## src/pcc_defs.svh

```systemverilog
// register offsets, field positions, reset values and timing counts of the clock controller
`ifndef PCC_DEFS_SVH
`define PCC_DEFS_SVH

// register byte offsets
`define PCC_OFF_RAW_IRQ 12'h050
`define PCC_OFF_IMC 12'h054
`define PCC_OFF_MISC 12'h058
`define PCC_OFF_CFG_PRI 12'h060
`define PCC_OFF_PLLCFG 12'h064
`define PCC_OFF_CFG_SEC 12'h070
`define PCC_OFF_RUN_GATE 12'h100
`define PCC_OFF_SLEEP_GATE 12'h110
`define PCC_OFF_DEEP_GATE 12'h120
`define PCC_OFF_DSLP_CFG 12'h144
`define PCC_GATE_REGS 3

// reset values
`define PCC_RST_CFG_PRI 32'h0780_3AD1
`define PCC_RST_CFG_SEC 32'h0780_2810
`define PCC_RST_DSLP 32'h0780_0000
// crystal index held in the primary reset value, as the translation register shows it
`define PCC_RST_PLL_CFG 32'h0000_000B
`define PCC_RST_GATE0 32'h0000_0040
`define PCC_RST_GATE 32'h0000_0000

// primary configuration fields
`define PCC_PRI_OSC_LO 4
`define PCC_PRI_OSC_HI 5
`define PCC_PRI_CRYSTAL_LO 6
`define PCC_PRI_CRYSTAL_HI 10
`define PCC_PRI_BYPASS 11
`define PCC_PRI_PD 13
`define PCC_PRI_DIV_USE 22
`define PCC_PRI_DIV_LO 23
`define PCC_PRI_DIV_HI 26
`define PCC_PRI_ACG 27

// secondary configuration fields
`define PCC_SEC_OSC_LO 4
`define PCC_SEC_OSC_HI 6
`define PCC_SEC_BYPASS 11
`define PCC_SEC_PD 13
`define PCC_SEC_DIV_LO 23
`define PCC_SEC_DIV_HI 28
`define PCC_SEC_USE 31

// deep-sleep clock configuration fields
`define PCC_DSLP_OSC_LO 4
`define PCC_DSLP_OSC_HI 6
`define PCC_DSLP_DIV_LO 23
`define PCC_DSLP_DIV_HI 28

// status bit and oscillator codes
`define PCC_LOCK_BIT 6
`define PCC_OSC_MAIN 3'h0
`define PCC_OSC_INT 3'h1
`define PCC_OSC_INT4 3'h2

// relock period in main-oscillator ticks
`define PCC_RELOCK_COUNT 13'h1200

`endif

```

## src/pcc_pkg.sv

```systemverilog
// types shared by the clock controller modules
package pcc_pkg;

  typedef enum logic [1:0] {PCC_RUN, PCC_SLEEP, PCC_DEEP, PCC_RESTORE} pcc_mode_e;
  typedef logic [31:0] pcc_word_t;

endpackage : pcc_pkg

```

## src/pcc_clock_control.sv

```systemverilog
// clock controller: pll relock, source switch-over, lock status, peripheral gating, sleep modes
`timescale 1ns/1ps
`include "pcc_defs.svh"

module pcc_clock_control #(
  parameter logic [12:0] RELOCK_COUNT = `PCC_RELOCK_COUNT
) (
  input wire logic SYS_CLK_IN,
  input wire logic RESET_IN,
  input wire logic PSEL_IN,
  input wire logic PENABLE_IN,
  input wire logic PWRITE_IN,
  input wire logic [11:0] PADDR_IN,
  input wire pcc_pkg::pcc_word_t PWDATA_IN,
  output pcc_pkg::pcc_word_t PRDATA_OUT,
  output logic PREADY_OUT,
  output logic PSLVERR_OUT,
  input wire logic MOSC_TICK_IN,
  input wire logic OSC_TICK_IN,
  input wire logic PLL_TICK_IN,
  input wire logic WAIT_FOR_INTERRUPT_IN,
  input wire logic DEEP_SLEEP_ENABLE_IN,
  input wire logic WAKE_EVENT_IN,
  output pcc_pkg::pcc_mode_e POWER_MODE_OUT,
  output logic CPU_CLK_EN_OUT,
  output logic MEM_CLK_EN_OUT,
  output logic [95:0] PERIPH_CLK_EN_OUT,
  output logic SYSCLK_USE_PLL_OUT,
  output logic [2:0] SYSCLK_OSC_SEL_OUT,
  output logic SYSCLK_TICK_OUT,
  output logic PLL_POWER_DOWN_OUT,
  output logic MOSC_POWER_DOWN_OUT,
  output logic INT_OSC_POWER_UP_OUT,
  output logic PLL_LOCK_IRQ_OUT
);
  import pcc_pkg::*;

  pcc_word_t clock_config_primary_reg;
  pcc_word_t clock_config_secondary_reg;
  pcc_word_t deep_sleep_clock_config_reg;
  pcc_word_t pll_config_reg;
  pcc_word_t gate_reg [3*`PCC_GATE_REGS];
  pcc_word_t prdata_reg;
  logic err_reg;
  logic lock_mask_reg;
  logic pll_lock_raw_flag_reg;
  logic pll_pd_prev_reg;
  logic deep_force_pd_reg;
  logic saved_use_pll_reg;
  pcc_mode_e mode_reg;
  pcc_mode_e mode_next;
  logic cpu_en_reg;
  logic [95:0] periph_reg;
  logic [95:0] periph_next;

  logic setup, wr_access;
  logic wr_primary, relock_trig, relock_expired, relock_done;
  logic second_config_enable, auto_gating, eff_bypass, eff_pd, pll_pd_act, pll_ready;
  logic use_pll, divider_use, in_deep;
  logic [2:0] eff_osc, dslp_osc;
  logic [5:0] eff_div, dslp_div, div_value;
  logic [4:0] crystal_select;

  // effective settings, secondary register taking over when enabled
  assign second_config_enable = clock_config_secondary_reg[`PCC_SEC_USE];
  assign eff_bypass = second_config_enable ? clock_config_secondary_reg[`PCC_SEC_BYPASS]
                                           : clock_config_primary_reg[`PCC_PRI_BYPASS];
  assign eff_pd = second_config_enable ? clock_config_secondary_reg[`PCC_SEC_PD]
                                       : clock_config_primary_reg[`PCC_PRI_PD];
  assign eff_osc = second_config_enable ?
                   clock_config_secondary_reg[`PCC_SEC_OSC_HI:`PCC_SEC_OSC_LO]
                   : {1'b0, clock_config_primary_reg[`PCC_PRI_OSC_HI:`PCC_PRI_OSC_LO]};
  assign eff_div = second_config_enable ?
                   clock_config_secondary_reg[`PCC_SEC_DIV_HI:`PCC_SEC_DIV_LO]
                   : {2'b00, clock_config_primary_reg[`PCC_PRI_DIV_HI:`PCC_PRI_DIV_LO]};
  assign crystal_select = clock_config_primary_reg[`PCC_PRI_CRYSTAL_HI:`PCC_PRI_CRYSTAL_LO];
  assign auto_gating = clock_config_primary_reg[`PCC_PRI_ACG];
  assign dslp_osc = deep_sleep_clock_config_reg[`PCC_DSLP_OSC_HI:`PCC_DSLP_OSC_LO];
  // primary register only reaches /16, so its override is cut to four bits
  assign dslp_div = second_config_enable ?
                    deep_sleep_clock_config_reg[`PCC_DSLP_DIV_HI:`PCC_DSLP_DIV_LO]
                    : {2'b00, deep_sleep_clock_config_reg[`PCC_DSLP_DIV_LO+3:`PCC_DSLP_DIV_LO]};
  assign in_deep = (mode_reg == PCC_DEEP);

  // apb slave: zero-wait access, read data captured in the setup cycle
  assign setup = PSEL_IN && !PENABLE_IN;
  assign wr_access = PSEL_IN && PENABLE_IN && PWRITE_IN && !err_reg;
  assign wr_primary = wr_access && PADDR_IN == `PCC_OFF_CFG_PRI;
  assign PREADY_OUT = PSEL_IN && PENABLE_IN;
  assign PSLVERR_OUT = PSEL_IN && PENABLE_IN && err_reg;
  assign PRDATA_OUT = prdata_reg;

  always_ff @(posedge SYS_CLK_IN)
  begin
    if (RESET_IN)
    begin
      prdata_reg <= 32'h0000_0000;
      err_reg <= 1'b0;
    end
    else if (setup)
    begin
      err_reg <= 1'b0;
      unique case (PADDR_IN)
        `PCC_OFF_RAW_IRQ: prdata_reg <= {25'h000_0000, pll_lock_raw_flag_reg, 6'h00};
        `PCC_OFF_IMC: prdata_reg <= {25'h000_0000, lock_mask_reg, 6'h00};
        `PCC_OFF_MISC: prdata_reg <= {25'h000_0000, pll_lock_raw_flag_reg && lock_mask_reg, 6'h00};
        `PCC_OFF_CFG_PRI: prdata_reg <= clock_config_primary_reg;
        `PCC_OFF_PLLCFG: prdata_reg <= pll_config_reg;
        `PCC_OFF_CFG_SEC: prdata_reg <= clock_config_secondary_reg;
        `PCC_OFF_DSLP_CFG: prdata_reg <= deep_sleep_clock_config_reg;
        `PCC_OFF_RUN_GATE, `PCC_OFF_RUN_GATE + 12'h004, `PCC_OFF_RUN_GATE + 12'h008:
          prdata_reg <= gate_reg[PADDR_IN[3:2]];
        `PCC_OFF_SLEEP_GATE, `PCC_OFF_SLEEP_GATE + 12'h004, `PCC_OFF_SLEEP_GATE + 12'h008:
          prdata_reg <= gate_reg[3 + PADDR_IN[3:2]];
        `PCC_OFF_DEEP_GATE, `PCC_OFF_DEEP_GATE + 12'h004, `PCC_OFF_DEEP_GATE + 12'h008:
          prdata_reg <= gate_reg[6 + PADDR_IN[3:2]];
        default:
        begin
          prdata_reg <= 32'h0000_0000;
          err_reg <= 1'b1;
        end
      endcase
    end
  end

  // configuration registers
  always_ff @(posedge SYS_CLK_IN)
  begin
    if (RESET_IN)
    begin
      clock_config_primary_reg <= `PCC_RST_CFG_PRI;
      clock_config_secondary_reg <= `PCC_RST_CFG_SEC;
      deep_sleep_clock_config_reg <= `PCC_RST_DSLP;
      lock_mask_reg <= 1'b0;
    end
    else if (wr_access)
    begin
      if (PADDR_IN == `PCC_OFF_CFG_PRI)
        clock_config_primary_reg <= PWDATA_IN;
      if (PADDR_IN == `PCC_OFF_CFG_SEC)
        clock_config_secondary_reg <= PWDATA_IN;
      if (PADDR_IN == `PCC_OFF_DSLP_CFG)
        deep_sleep_clock_config_reg <= PWDATA_IN;
      if (PADDR_IN == `PCC_OFF_IMC)
        lock_mask_reg <= PWDATA_IN[`PCC_LOCK_BIT];
    end
  end

  // gating registers, one per entry; word 0 of each bank resets with its default bit
  for (genvar g = 0; g < 3 * `PCC_GATE_REGS; g++)
  begin : gen_gate
    localparam logic [11:0] GATE_OFF = `PCC_OFF_RUN_GATE + 12'(16 * (g / 3) + 4 * (g % 3));
    always_ff @(posedge SYS_CLK_IN)
    begin
      if (RESET_IN)
        gate_reg[g] <= (g % 3 == 0) ? `PCC_RST_GATE0 : `PCC_RST_GATE;
      else if (wr_access && PADDR_IN == GATE_OFF)
        gate_reg[g] <= PWDATA_IN;
    end
  end

  // crystal write loads the translated pll setting; the index is what the pll decodes
  always_ff @(posedge SYS_CLK_IN)
  begin
    if (RESET_IN)
      pll_config_reg <= `PCC_RST_PLL_CFG;
    else if (wr_primary)
      pll_config_reg <= {27'h000_0000, PWDATA_IN[`PCC_PRI_CRYSTAL_HI:`PCC_PRI_CRYSTAL_LO]};
  end

  // pll power: software bit, plus forced off while in deep sleep
  assign pll_pd_act = eff_pd || deep_force_pd_reg;
  always_ff @(posedge SYS_CLK_IN)
  begin
    if (RESET_IN)
      pll_pd_prev_reg <= 1'b1;
    else
      pll_pd_prev_reg <= pll_pd_act;
  end

  // only a changed crystal or a power-up counts; a same-value rewrite is ignored
  assign relock_trig = (wr_primary && PWDATA_IN[`PCC_PRI_CRYSTAL_HI:`PCC_PRI_CRYSTAL_LO] != crystal_select)
                       || (pll_pd_prev_reg && !pll_pd_act);

  pcc_relock_counter #(
    .RELOCK_COUNT(RELOCK_COUNT)
  ) u_relock (
    .clk_in(SYS_CLK_IN),
    .rst_in(RESET_IN),
    .load_in(relock_trig),
    .osc_tick_in(MOSC_TICK_IN),
    .expired_out(relock_expired),
    .done_out(relock_done)
  );

  // a new relock beats a completing one: the old lock no longer describes the pll
  always_ff @(posedge SYS_CLK_IN)
  begin
    if (RESET_IN)
      pll_lock_raw_flag_reg <= 1'b0;
    else if (relock_trig)
      pll_lock_raw_flag_reg <= 1'b0;
    else if (relock_done)
      pll_lock_raw_flag_reg <= 1'b1;
    else if (wr_access && PADDR_IN == `PCC_OFF_MISC && PWDATA_IN[`PCC_LOCK_BIT])
      pll_lock_raw_flag_reg <= 1'b0;
  end
  assign PLL_LOCK_IRQ_OUT = pll_lock_raw_flag_reg && lock_mask_reg;

  // oscillator serves until the pll is powered and relocked
  assign pll_ready = relock_expired && !pll_pd_act && !relock_trig;
  assign use_pll = !eff_bypass && pll_ready && !in_deep;
  assign divider_use = clock_config_primary_reg[`PCC_PRI_DIV_USE] || in_deep;
  assign div_value = in_deep && saved_use_pll_reg ? dslp_div : eff_div;
  assign SYSCLK_USE_PLL_OUT = use_pll;
  assign SYSCLK_OSC_SEL_OUT = in_deep ? dslp_osc : eff_osc;
  assign PLL_POWER_DOWN_OUT = pll_pd_act;
  assign MOSC_POWER_DOWN_OUT = in_deep && dslp_osc != `PCC_OSC_MAIN;
  assign INT_OSC_POWER_UP_OUT = in_deep && (dslp_osc == `PCC_OSC_INT || dslp_osc == `PCC_OSC_INT4);

  pcc_sysclk_divider u_div (
    .clk_in(SYS_CLK_IN),
    .rst_in(RESET_IN),
    .src_tick_in(use_pll ? PLL_TICK_IN : OSC_TICK_IN),
    .prediv_in(use_pll),
    .div_en_in(divider_use),
    .div_value_in(div_value),
    .tick_out(SYSCLK_TICK_OUT)
  );

  // power mode sequencing; restore waits for the relocked pll, if it was in use at deep entry, before clocks return
  always_comb
  begin
    mode_next = mode_reg;
    unique case (mode_reg)
      PCC_RUN:
        if (WAIT_FOR_INTERRUPT_IN)
          mode_next = DEEP_SLEEP_ENABLE_IN ? PCC_DEEP : PCC_SLEEP;
      PCC_SLEEP:
        if (WAKE_EVENT_IN)
          mode_next = PCC_RUN;
      PCC_DEEP:
        if (WAKE_EVENT_IN)
          mode_next = PCC_RESTORE;
      PCC_RESTORE:
        if (!saved_use_pll_reg || pll_ready)
          mode_next = PCC_RUN;
    endcase
  end

  always_ff @(posedge SYS_CLK_IN)
  begin
    if (RESET_IN)
      mode_reg <= PCC_RUN;
    else
      mode_reg <= mode_next;
  end

  // deep entry remembers whether the pll ran, and holds it down until the wake event
  always_ff @(posedge SYS_CLK_IN)
  begin
    if (RESET_IN)
    begin
      deep_force_pd_reg <= 1'b0;
      saved_use_pll_reg <= 1'b0;
    end
    else if (mode_reg == PCC_RUN && mode_next == PCC_DEEP)
    begin
      deep_force_pd_reg <= !pll_pd_act;
      saved_use_pll_reg <= use_pll;
    end
    else if (mode_reg == PCC_DEEP && mode_next == PCC_RESTORE)
      deep_force_pd_reg <= 1'b0;
  end

  // peripheral gating per mode; sleep leaves source and divider untouched
  always_comb
  begin
    periph_next = {gate_reg[2], gate_reg[1], gate_reg[0]};
    if (mode_next == PCC_SLEEP && auto_gating)
      periph_next = {gate_reg[5], gate_reg[4], gate_reg[3]};
    else if ((mode_next == PCC_DEEP || mode_next == PCC_RESTORE) && auto_gating)
      periph_next = {gate_reg[8], gate_reg[7], gate_reg[6]};
  end

  // outputs registered so gating changes are glitch free at the gate cells
  always_ff @(posedge SYS_CLK_IN)
  begin
    if (RESET_IN)
    begin
      cpu_en_reg <= 1'b1;
      periph_reg <= {`PCC_RST_GATE, `PCC_RST_GATE, `PCC_RST_GATE0};
    end
    else
    begin
      cpu_en_reg <= (mode_next == PCC_RUN);
      periph_reg <= periph_next;
    end
  end

  assign POWER_MODE_OUT = mode_reg;
  assign CPU_CLK_EN_OUT = cpu_en_reg;
  assign MEM_CLK_EN_OUT = cpu_en_reg;
  assign PERIPH_CLK_EN_OUT = periph_reg;
endmodule : pcc_clock_control

```

## src/pcc_relock_counter.sv

```systemverilog
// relock down counter stepped by main-oscillator ticks
`timescale 1ns/1ps
`include "pcc_defs.svh"

module pcc_relock_counter #(
  parameter logic [12:0] RELOCK_COUNT = `PCC_RELOCK_COUNT
) (
  input wire logic clk_in,
  input wire logic rst_in,
  input wire logic load_in,
  input wire logic osc_tick_in,
  output logic expired_out,
  output logic done_out
);
  import pcc_pkg::*;

  logic [12:0] count_reg;
  logic done_reg;

  // a load always wins, so a relock during a count restarts it
  always_ff @(posedge clk_in)
  begin
    if (rst_in)
      count_reg <= 13'h0000;
    else if (load_in)
      count_reg <= RELOCK_COUNT;
    else if (osc_tick_in && count_reg != 13'h0000)
      count_reg <= count_reg - 13'h0001;
  end

  // one-cycle pulse on the final tick of a count
  always_ff @(posedge clk_in)
  begin
    if (rst_in)
      done_reg <= 1'b0;
    else
      done_reg <= osc_tick_in && !load_in && count_reg == 13'h0001;
  end

  assign expired_out = (count_reg == 13'h0000);
  assign done_out = done_reg;

endmodule : pcc_relock_counter

```

## src/pcc_sysclk_divider.sv

```systemverilog
// system clock divider producing one tick per divided period
`timescale 1ns/1ps

module pcc_sysclk_divider (
  input wire logic clk_in,
  input wire logic rst_in,
  input wire logic src_tick_in,
  input wire logic prediv_in,
  input wire logic div_en_in,
  input wire logic [5:0] div_value_in,
  output logic tick_out
);
  import pcc_pkg::*;

  logic half_reg;
  logic [5:0] count_reg;
  logic tick_reg;
  logic stage_tick;

  // fixed halving of the pll output ahead of the divider
  always_ff @(posedge clk_in)
  begin
    if (rst_in)
      half_reg <= 1'b0;
    else if (prediv_in && src_tick_in)
      half_reg <= !half_reg;
  end

  assign stage_tick = prediv_in ? (src_tick_in && half_reg) : src_tick_in;

  // count value+1 stage ticks per output tick
  always_ff @(posedge clk_in)
  begin
    if (rst_in)
      count_reg <= 6'h00;
    else if (stage_tick)
      count_reg <= (count_reg >= div_value_in) ? 6'h00 : count_reg + 6'h01;
  end

  always_ff @(posedge clk_in)
  begin
    if (rst_in)
      tick_reg <= 1'b0;
    else
      tick_reg <= stage_tick && (!div_en_in || count_reg >= div_value_in);
  end

  assign tick_out = tick_reg;

endmodule : pcc_sysclk_divider

```

## config.mk

```make
export PLATFORM = sky130hd
export DESIGN_NAME = pcc_clock_control
export DESIGN_NICKNAME = d
export VERILOG_FILES = /design/src/pcc_pkg.sv /design/src/pcc_clock_control.sv /design/src/pcc_relock_counter.sv /design/src/pcc_sysclk_divider.sv
export VERILOG_INCLUDE_DIRS = /design/src
export SDC_FILE = /design/constraint.sdc
export NUM_CORES = 1
export LEC_CHECK = 0
export BUFFER_PORTS_ARGS = -buffer_cell sky130_fd_sc_hd__buf_2
export CAP_MARGIN = 40
export CORE_UTILIZATION = 39
export DETAILED_ROUTE_END_ITERATION = 8
export PLACE_DENSITY = 0.63
export RECOVER_POWER = 50
export SYNTH_ARGS = -nofsm -noshare
export SYNTH_HDL_FRONTEND = slang
export SYNTH_SLANG_ARGS = --single-unit
export TNS_END_PERCENT = 100
```

## constraint.sdc

```tcl
create_clock -name SYS_CLK_IN -period 5.82 [get_ports SYS_CLK_IN]
set_clock_uncertainty 0.2 [all_clocks]
set_input_delay 0 -clock SYS_CLK_IN [delete_from_list [all_inputs] [get_ports SYS_CLK_IN]]
set_output_delay 0 -clock SYS_CLK_IN [all_outputs]
set_load 0.005 [all_outputs]
```

== Word-level counts from Yosys, hierarchy flattened ==
Memory sizes are Yosys's and may differ from the RTL's.
Index checks and enable logic that the tools add are counted.

* Bits in writable memories: 288
* Register bits: 260
* Output and inout bits: 143
* Bits of input ports: 55
* Memories kept: 1

* $add $sub $neg: 4
* $lt $le $gt $ge: 1
* Equal/unequal tests: 26
* Mux-type cells: 64
* Bitwise logic cells: 9
* Reductions and logical operators: 70

{| class="wikitable"
|+ Memories
! name !! depth !! width !! read ports !! clocked after Yosys merged registers in !! wr ports !! RTL line !! text
|-
| gate_reg || 9 || 32 || 12 || 0 || 9 || pcc_clock_control.sv:42 || <nowiki>pcc_word_t gate_reg [3*`PCC_GATE_REGS];</nowiki>
|}

{| class="wikitable"
|+ Operators with widths
! cell !! number
|-
| 32-bit case mux with 10 select lines || 1
|-
| 32-bit 2-to-1 mux || 9
|-
| 96-bit 2-to-1 mux || 2
|-
| 12-bit by 9-bit == test with 1-bit output, second input constant || 10
|-
| 12-bit by 7-bit == test with 1-bit output, second input constant || 6
|-
| 1-bit 2-to-1 mux || 38
|-
| 1-bit logical AND || 37
|-
| 13-bit 2-to-1 mux || 2
|-
| 6-bit 2-to-1 mux || 4
|-
| 16-bit OR reduction || 1
|-
| 13-bit by 1-bit == test with 1-bit output, second input constant || 1
|-
| 13-bit zero test || 1
|-
| 13-bit nonzero test || 1
|-
| 13-bit by 1-bit subtractor with 13-bit output, second input constant || 1
|-
| 2-bit 2-to-1 mux || 5
|-
| 1-bit zero test || 9
|-
| 1-bit OR || 9
|-
| 3-bit OR reduction || 3
|-
| 2-bit == test, second input constant || 4
|-
| 2-bit case mux with 4 select lines || 1
|-
| 2-bit AND reduction || 4
|-
| 1-bit logical OR || 7
|-
| 6-bit by 1-bit adder with 6-bit output, second input constant || 1
|-
| 6-bit greater-or-equal comparator || 1
|-
| other kinds (11) || 16
|}

== Logic depth before layout (Yosys ltp) ==
* Word-level depth: 16
* Gate-level depth with buffers: 16
* Gate-level depth less buffers: 11

== Hierarchy ==
From an unflattened synthesis, not the netlist that was laid out.

* Cell total of the unflattened synthesis: 2593
* Area total of the unflattened synthesis: 27242.4 um^2

{| class="wikitable"
|+ Modules (own cells, without submodules)
! module !! seq. area each (um^2) !! cells an instance !! area each (um^2) !! times used
|-
| pcc_clock_control || 13312.8 || 2444 || 25923.6 || 1
|-
| pcc_relock_counter || 280.3 || 90 || 794.5 || 1
|-
| pcc_sysclk_divider || 160.2 || 59 || 524.3 || 1
|}

== Worst setup path before layout ==
OpenSTA, ideal clock, no wires.

* Kind: input to register
* From: in PADDR_IN[2]
* To: mem gate_reg[0][0] (netlist name) (enable)
* Path buffers: 5
* Required time: 5.154 ns
* Slack: 1.518 ns
* Stages on the path: 9
* Arrival: 3.637 ns
* Setup time: 0.466 ns
* Cell sequence: buf_4 > buf_2 > buf_2 > buf_2 > inv_1 > ha_1 > buf_4 > nand2_1 > o21ai_0

{| class="wikitable"
|+ RTL lines
! item !! RTL line !! text
|-
| start: declaration || pcc_clock_control.sv:13 || <nowiki>input wire logic [11:0] PADDR_IN,</nowiki>
|-
| end: declaration || pcc_clock_control.sv:42 ||
|}

==> reports/metrics.yaml <==
synth_cell_types: 71
drc: 0
r2r_cells: 5
crit_fanout: 14
seq_area_frac_synth_pct: 52.26
die_y_um: 261.8
worst-setup-path-type: "in2reg"
cts_setup_buffers: 0
wl_per_cell_um: 26.68
n_antenna_cell: 0
num_io_pins: 198
hold_violations: 0
synth_edf_count: 288
fin_crit_sh_pct: 82.91
rsz0062_at_grt: "false"
drt_iter0_drc: 2692
async_reset_ff_share_pct: 0
cts-root-to-sink-buffers: 3
die_area_mm2: 0.06852
critPathBufInv: 4
port_buffers: 197
cts_resized: 0
reg2reg_slack_ns: 1.22
fillCellCount: 6043
slowest_delay_ns: 1.61
ir_drop_mv: 0.2321
grt_pass1_wl_um: 136000
cts-root-buf: "clkbuf_16"
overflow: 0
ant_nets: 0
vias: 21623
place_ws_ns: 2.085
grt_start_max_net_pins: 143
cp-end-kind: "register"
cts_hold_buf: 64
clock_sinks: 543
synth_cells: 2451
clk_pin_slew_ns: 0.06
cts_buffers: 57
viasPerCell: 6.141
grt_pass1_vias: 20675
gp_congestion: 0.9231
core-area_mm2: 0.06622
cts_tree: "yes"
clkLatencyLatePin_ns: 0.63
postPlaceCellArea_mm2: 0.02840
grt_usage_pct: 26.86
fin_util_pct: 46.07
leakage_nw: 10.77
regArea_mm2: 0.01375
finalNetCount: 2679
critPathSlowestCell: "o21ai_0"
design_area_mm2: 0.03051
syn-num-nets: 2520
worstPathCellList: "dlygate4sd3_1 > clkbuf_1 > nor3_1 > nand2_1 > nor3_1 > nand2_1 > o21ai_0 > clkbuf_1 > buf_4"
drive_above_1_share_pct: 13.14
largest_reg_flops: 288
avgSynthCellArea_um2: 10.74
startpoint_type: "primary input"
ys_seq_elements: 543
r2r-start: "err_reg"
multi_input_area_mm2: 0.01169
outcome: "finished with violations"
worst_slack_ns: 0.9946
start_util_pct: 39.74
r2r_end: "gate_reg[2][4]"
slew_violations: 354
final_common_cell: "nand2_1"
synth_top_flop_cell: "edfxtp_1"
setup_viol: 0
drtPass1Iterations: 7
worstPathRequired_ns: 5.91
hpwl_um: 59860
max_freq_mhz: 207.2
row_count: 94
tightest_slew_ns: 3.092
min_path_type: "in2reg"
startpoint: "PADDR_IN[11]"
crit_cells: 9
cts_max_level: 2
antenna_found_initial: 3
max_cap_viol_count: 15
crit_path_end: "gate_reg[2][4]"
syn_to_final_growth_pct: 15.92
cp.arrival_ns: 4.91
violations: "max-capacitance violations, max-slew violations"
netlist_area_mm2: 0.02632
wl_um: 93940
final.setup.tns_ns: 0
layout_min_cycle_time_ns: 4.825
p_per_area_mw_per_mm2: 289.8
crit_family: "buffers and inverters"
mostFrequentLayoutCells: "372 x nand2_1, 288 x edfxtp_1, 255 x dfxtp_1"
die_w_um: 261.8
yosysWarningCount: 0
slew_headroom_pct: -106.2
==> per-layer routing <==
metal	track usage (%)	up-vias	share of wire, %
li1	-	9337	-
met1	34.02	10618	37
met2	44.63	1396	48
met3	4.263	272	9.6
met4	13.24	0	5.5
met5	0	-	0
==> through the flow <==
stage	power [mW]	instances	hold WS [ns]
after floorplan	4.877	2451	-0.08966
after global placement	5.145	3337	0.08246
after detailed placement	5.184	3350	0.09959
after CTS	8.879	3520	0.01573
after global routing	9.093	3521	0.05399
final	8.839	3521	0.06370
==> how the worst min path moves through the flow <==
stage | start | endpoint | slack [ns] | cells past startpoint
6_report | MOSC_TICK_IN | u_relock.done_out | 0.06 | 4
5_1_grt | MOSC_TICK_IN | u_relock.done_out | 0.05 | 4
4_1_cts | MOSC_TICK_IN | u_relock.done_out | 0.02 | 4
3_5_place_dp | MOSC_TICK_IN | u_relock.count_reg[1] | 0.1 | 2
3_3_place_gp | MOSC_TICK_IN | u_relock.count_reg[1] | 0.08 | 2
2_1_floorplan | PSEL_IN | PREADY_OUT | -0.09 | 1
==> cells in the mapped netlist, types with 4 or more instances <==
cell | n | share of area, %
mux2i_1 | 96 | 3.7
buf_4 | 9 | 0.26
nand3_1 | 39 | 0.74
a311oi_1 | 96 | 3.2
xor2_1 | 7 | 0.23
o21ai_0 | 71 | 1.4
a32oi_1 | 4 | 0.13
a21o_1 | 5 | 0.14
a22oi_1 | 130 | 3.7
a222oi_1 | 15 | 0.57
edfxtp_1 | 288 | 33
and2_1 | 292 | 6.9
dfxtp_1 | 255 | 19
inv_1 | 14 | 0.20
a211oi_1 | 19 | 0.54
nor2b_1 | 6 | 0.14
nand4_1 | 6 | 0.14
nand3b_1 | 5 | 0.14
a22o_1 | 24 | 0.80
nand2_1 | 372 | 5.3
nor3_1 | 13 | 0.25
nor3b_1 | 5 | 0.14
o221ai_1 | 8 | 0.27
o22ai_1 | 31 | 0.74
and3_1 | 4 | 0.095
nor2_1 | 152 | 2.2
nand2b_1 | 4 | 0.095
xnor2_1 | 12 | 0.40
o32ai_1 | 4 | 0.13
clkbuf_1 | 173 | 2.5
mux4_2 | 88 | 7.5
a2bb2oi_1 | 6 | 0.20
buf_1 | 10 | 0.14
buf_2 | 33 | 0.63
a21oi_1 | 85 | 1.6
or3_1 | 9 | 0.21
ha_1 | 14 | 0.67
==> kinds of logic after synthesis <==
family,synth area share (%)
flip-flops,52.26
AND/OR/NAND/NOR,17.18
buffers and inverters,3.799
AO/OA/AOI/OAI,14.15
multiplexers,11.31
adder cells (fa/ha/maj),0.6657
XOR/XNOR,0.6324
==> where the power goes <==
group | total [mW] | switching, mW | internal, mW
clock network | 3.70 | 1.56 | 2.14
registers | 4.29 | 0.125 | 4.17
logic | 0.844 | 0.496 | 0.348
total | 8.84 | 2.18 | 6.66
==> worst min-delay path, delay by kind of cell <==
family | cells | cell delay [ns]
buffers and inverters | 2 | 0.70
and+or+nand+nor | 2 | 0.14
==> layout make-up <==
class	instances	share of cell area, %
sequential	543	45.08
multi-input combinational	1666	38.33
timing repair buffer	328	6.649
clock buffer	84	5.545
tap	864	3.544
clock inverter	22	0.6727
inverter	14	0.1723
(Power assumes the default switching activity.)
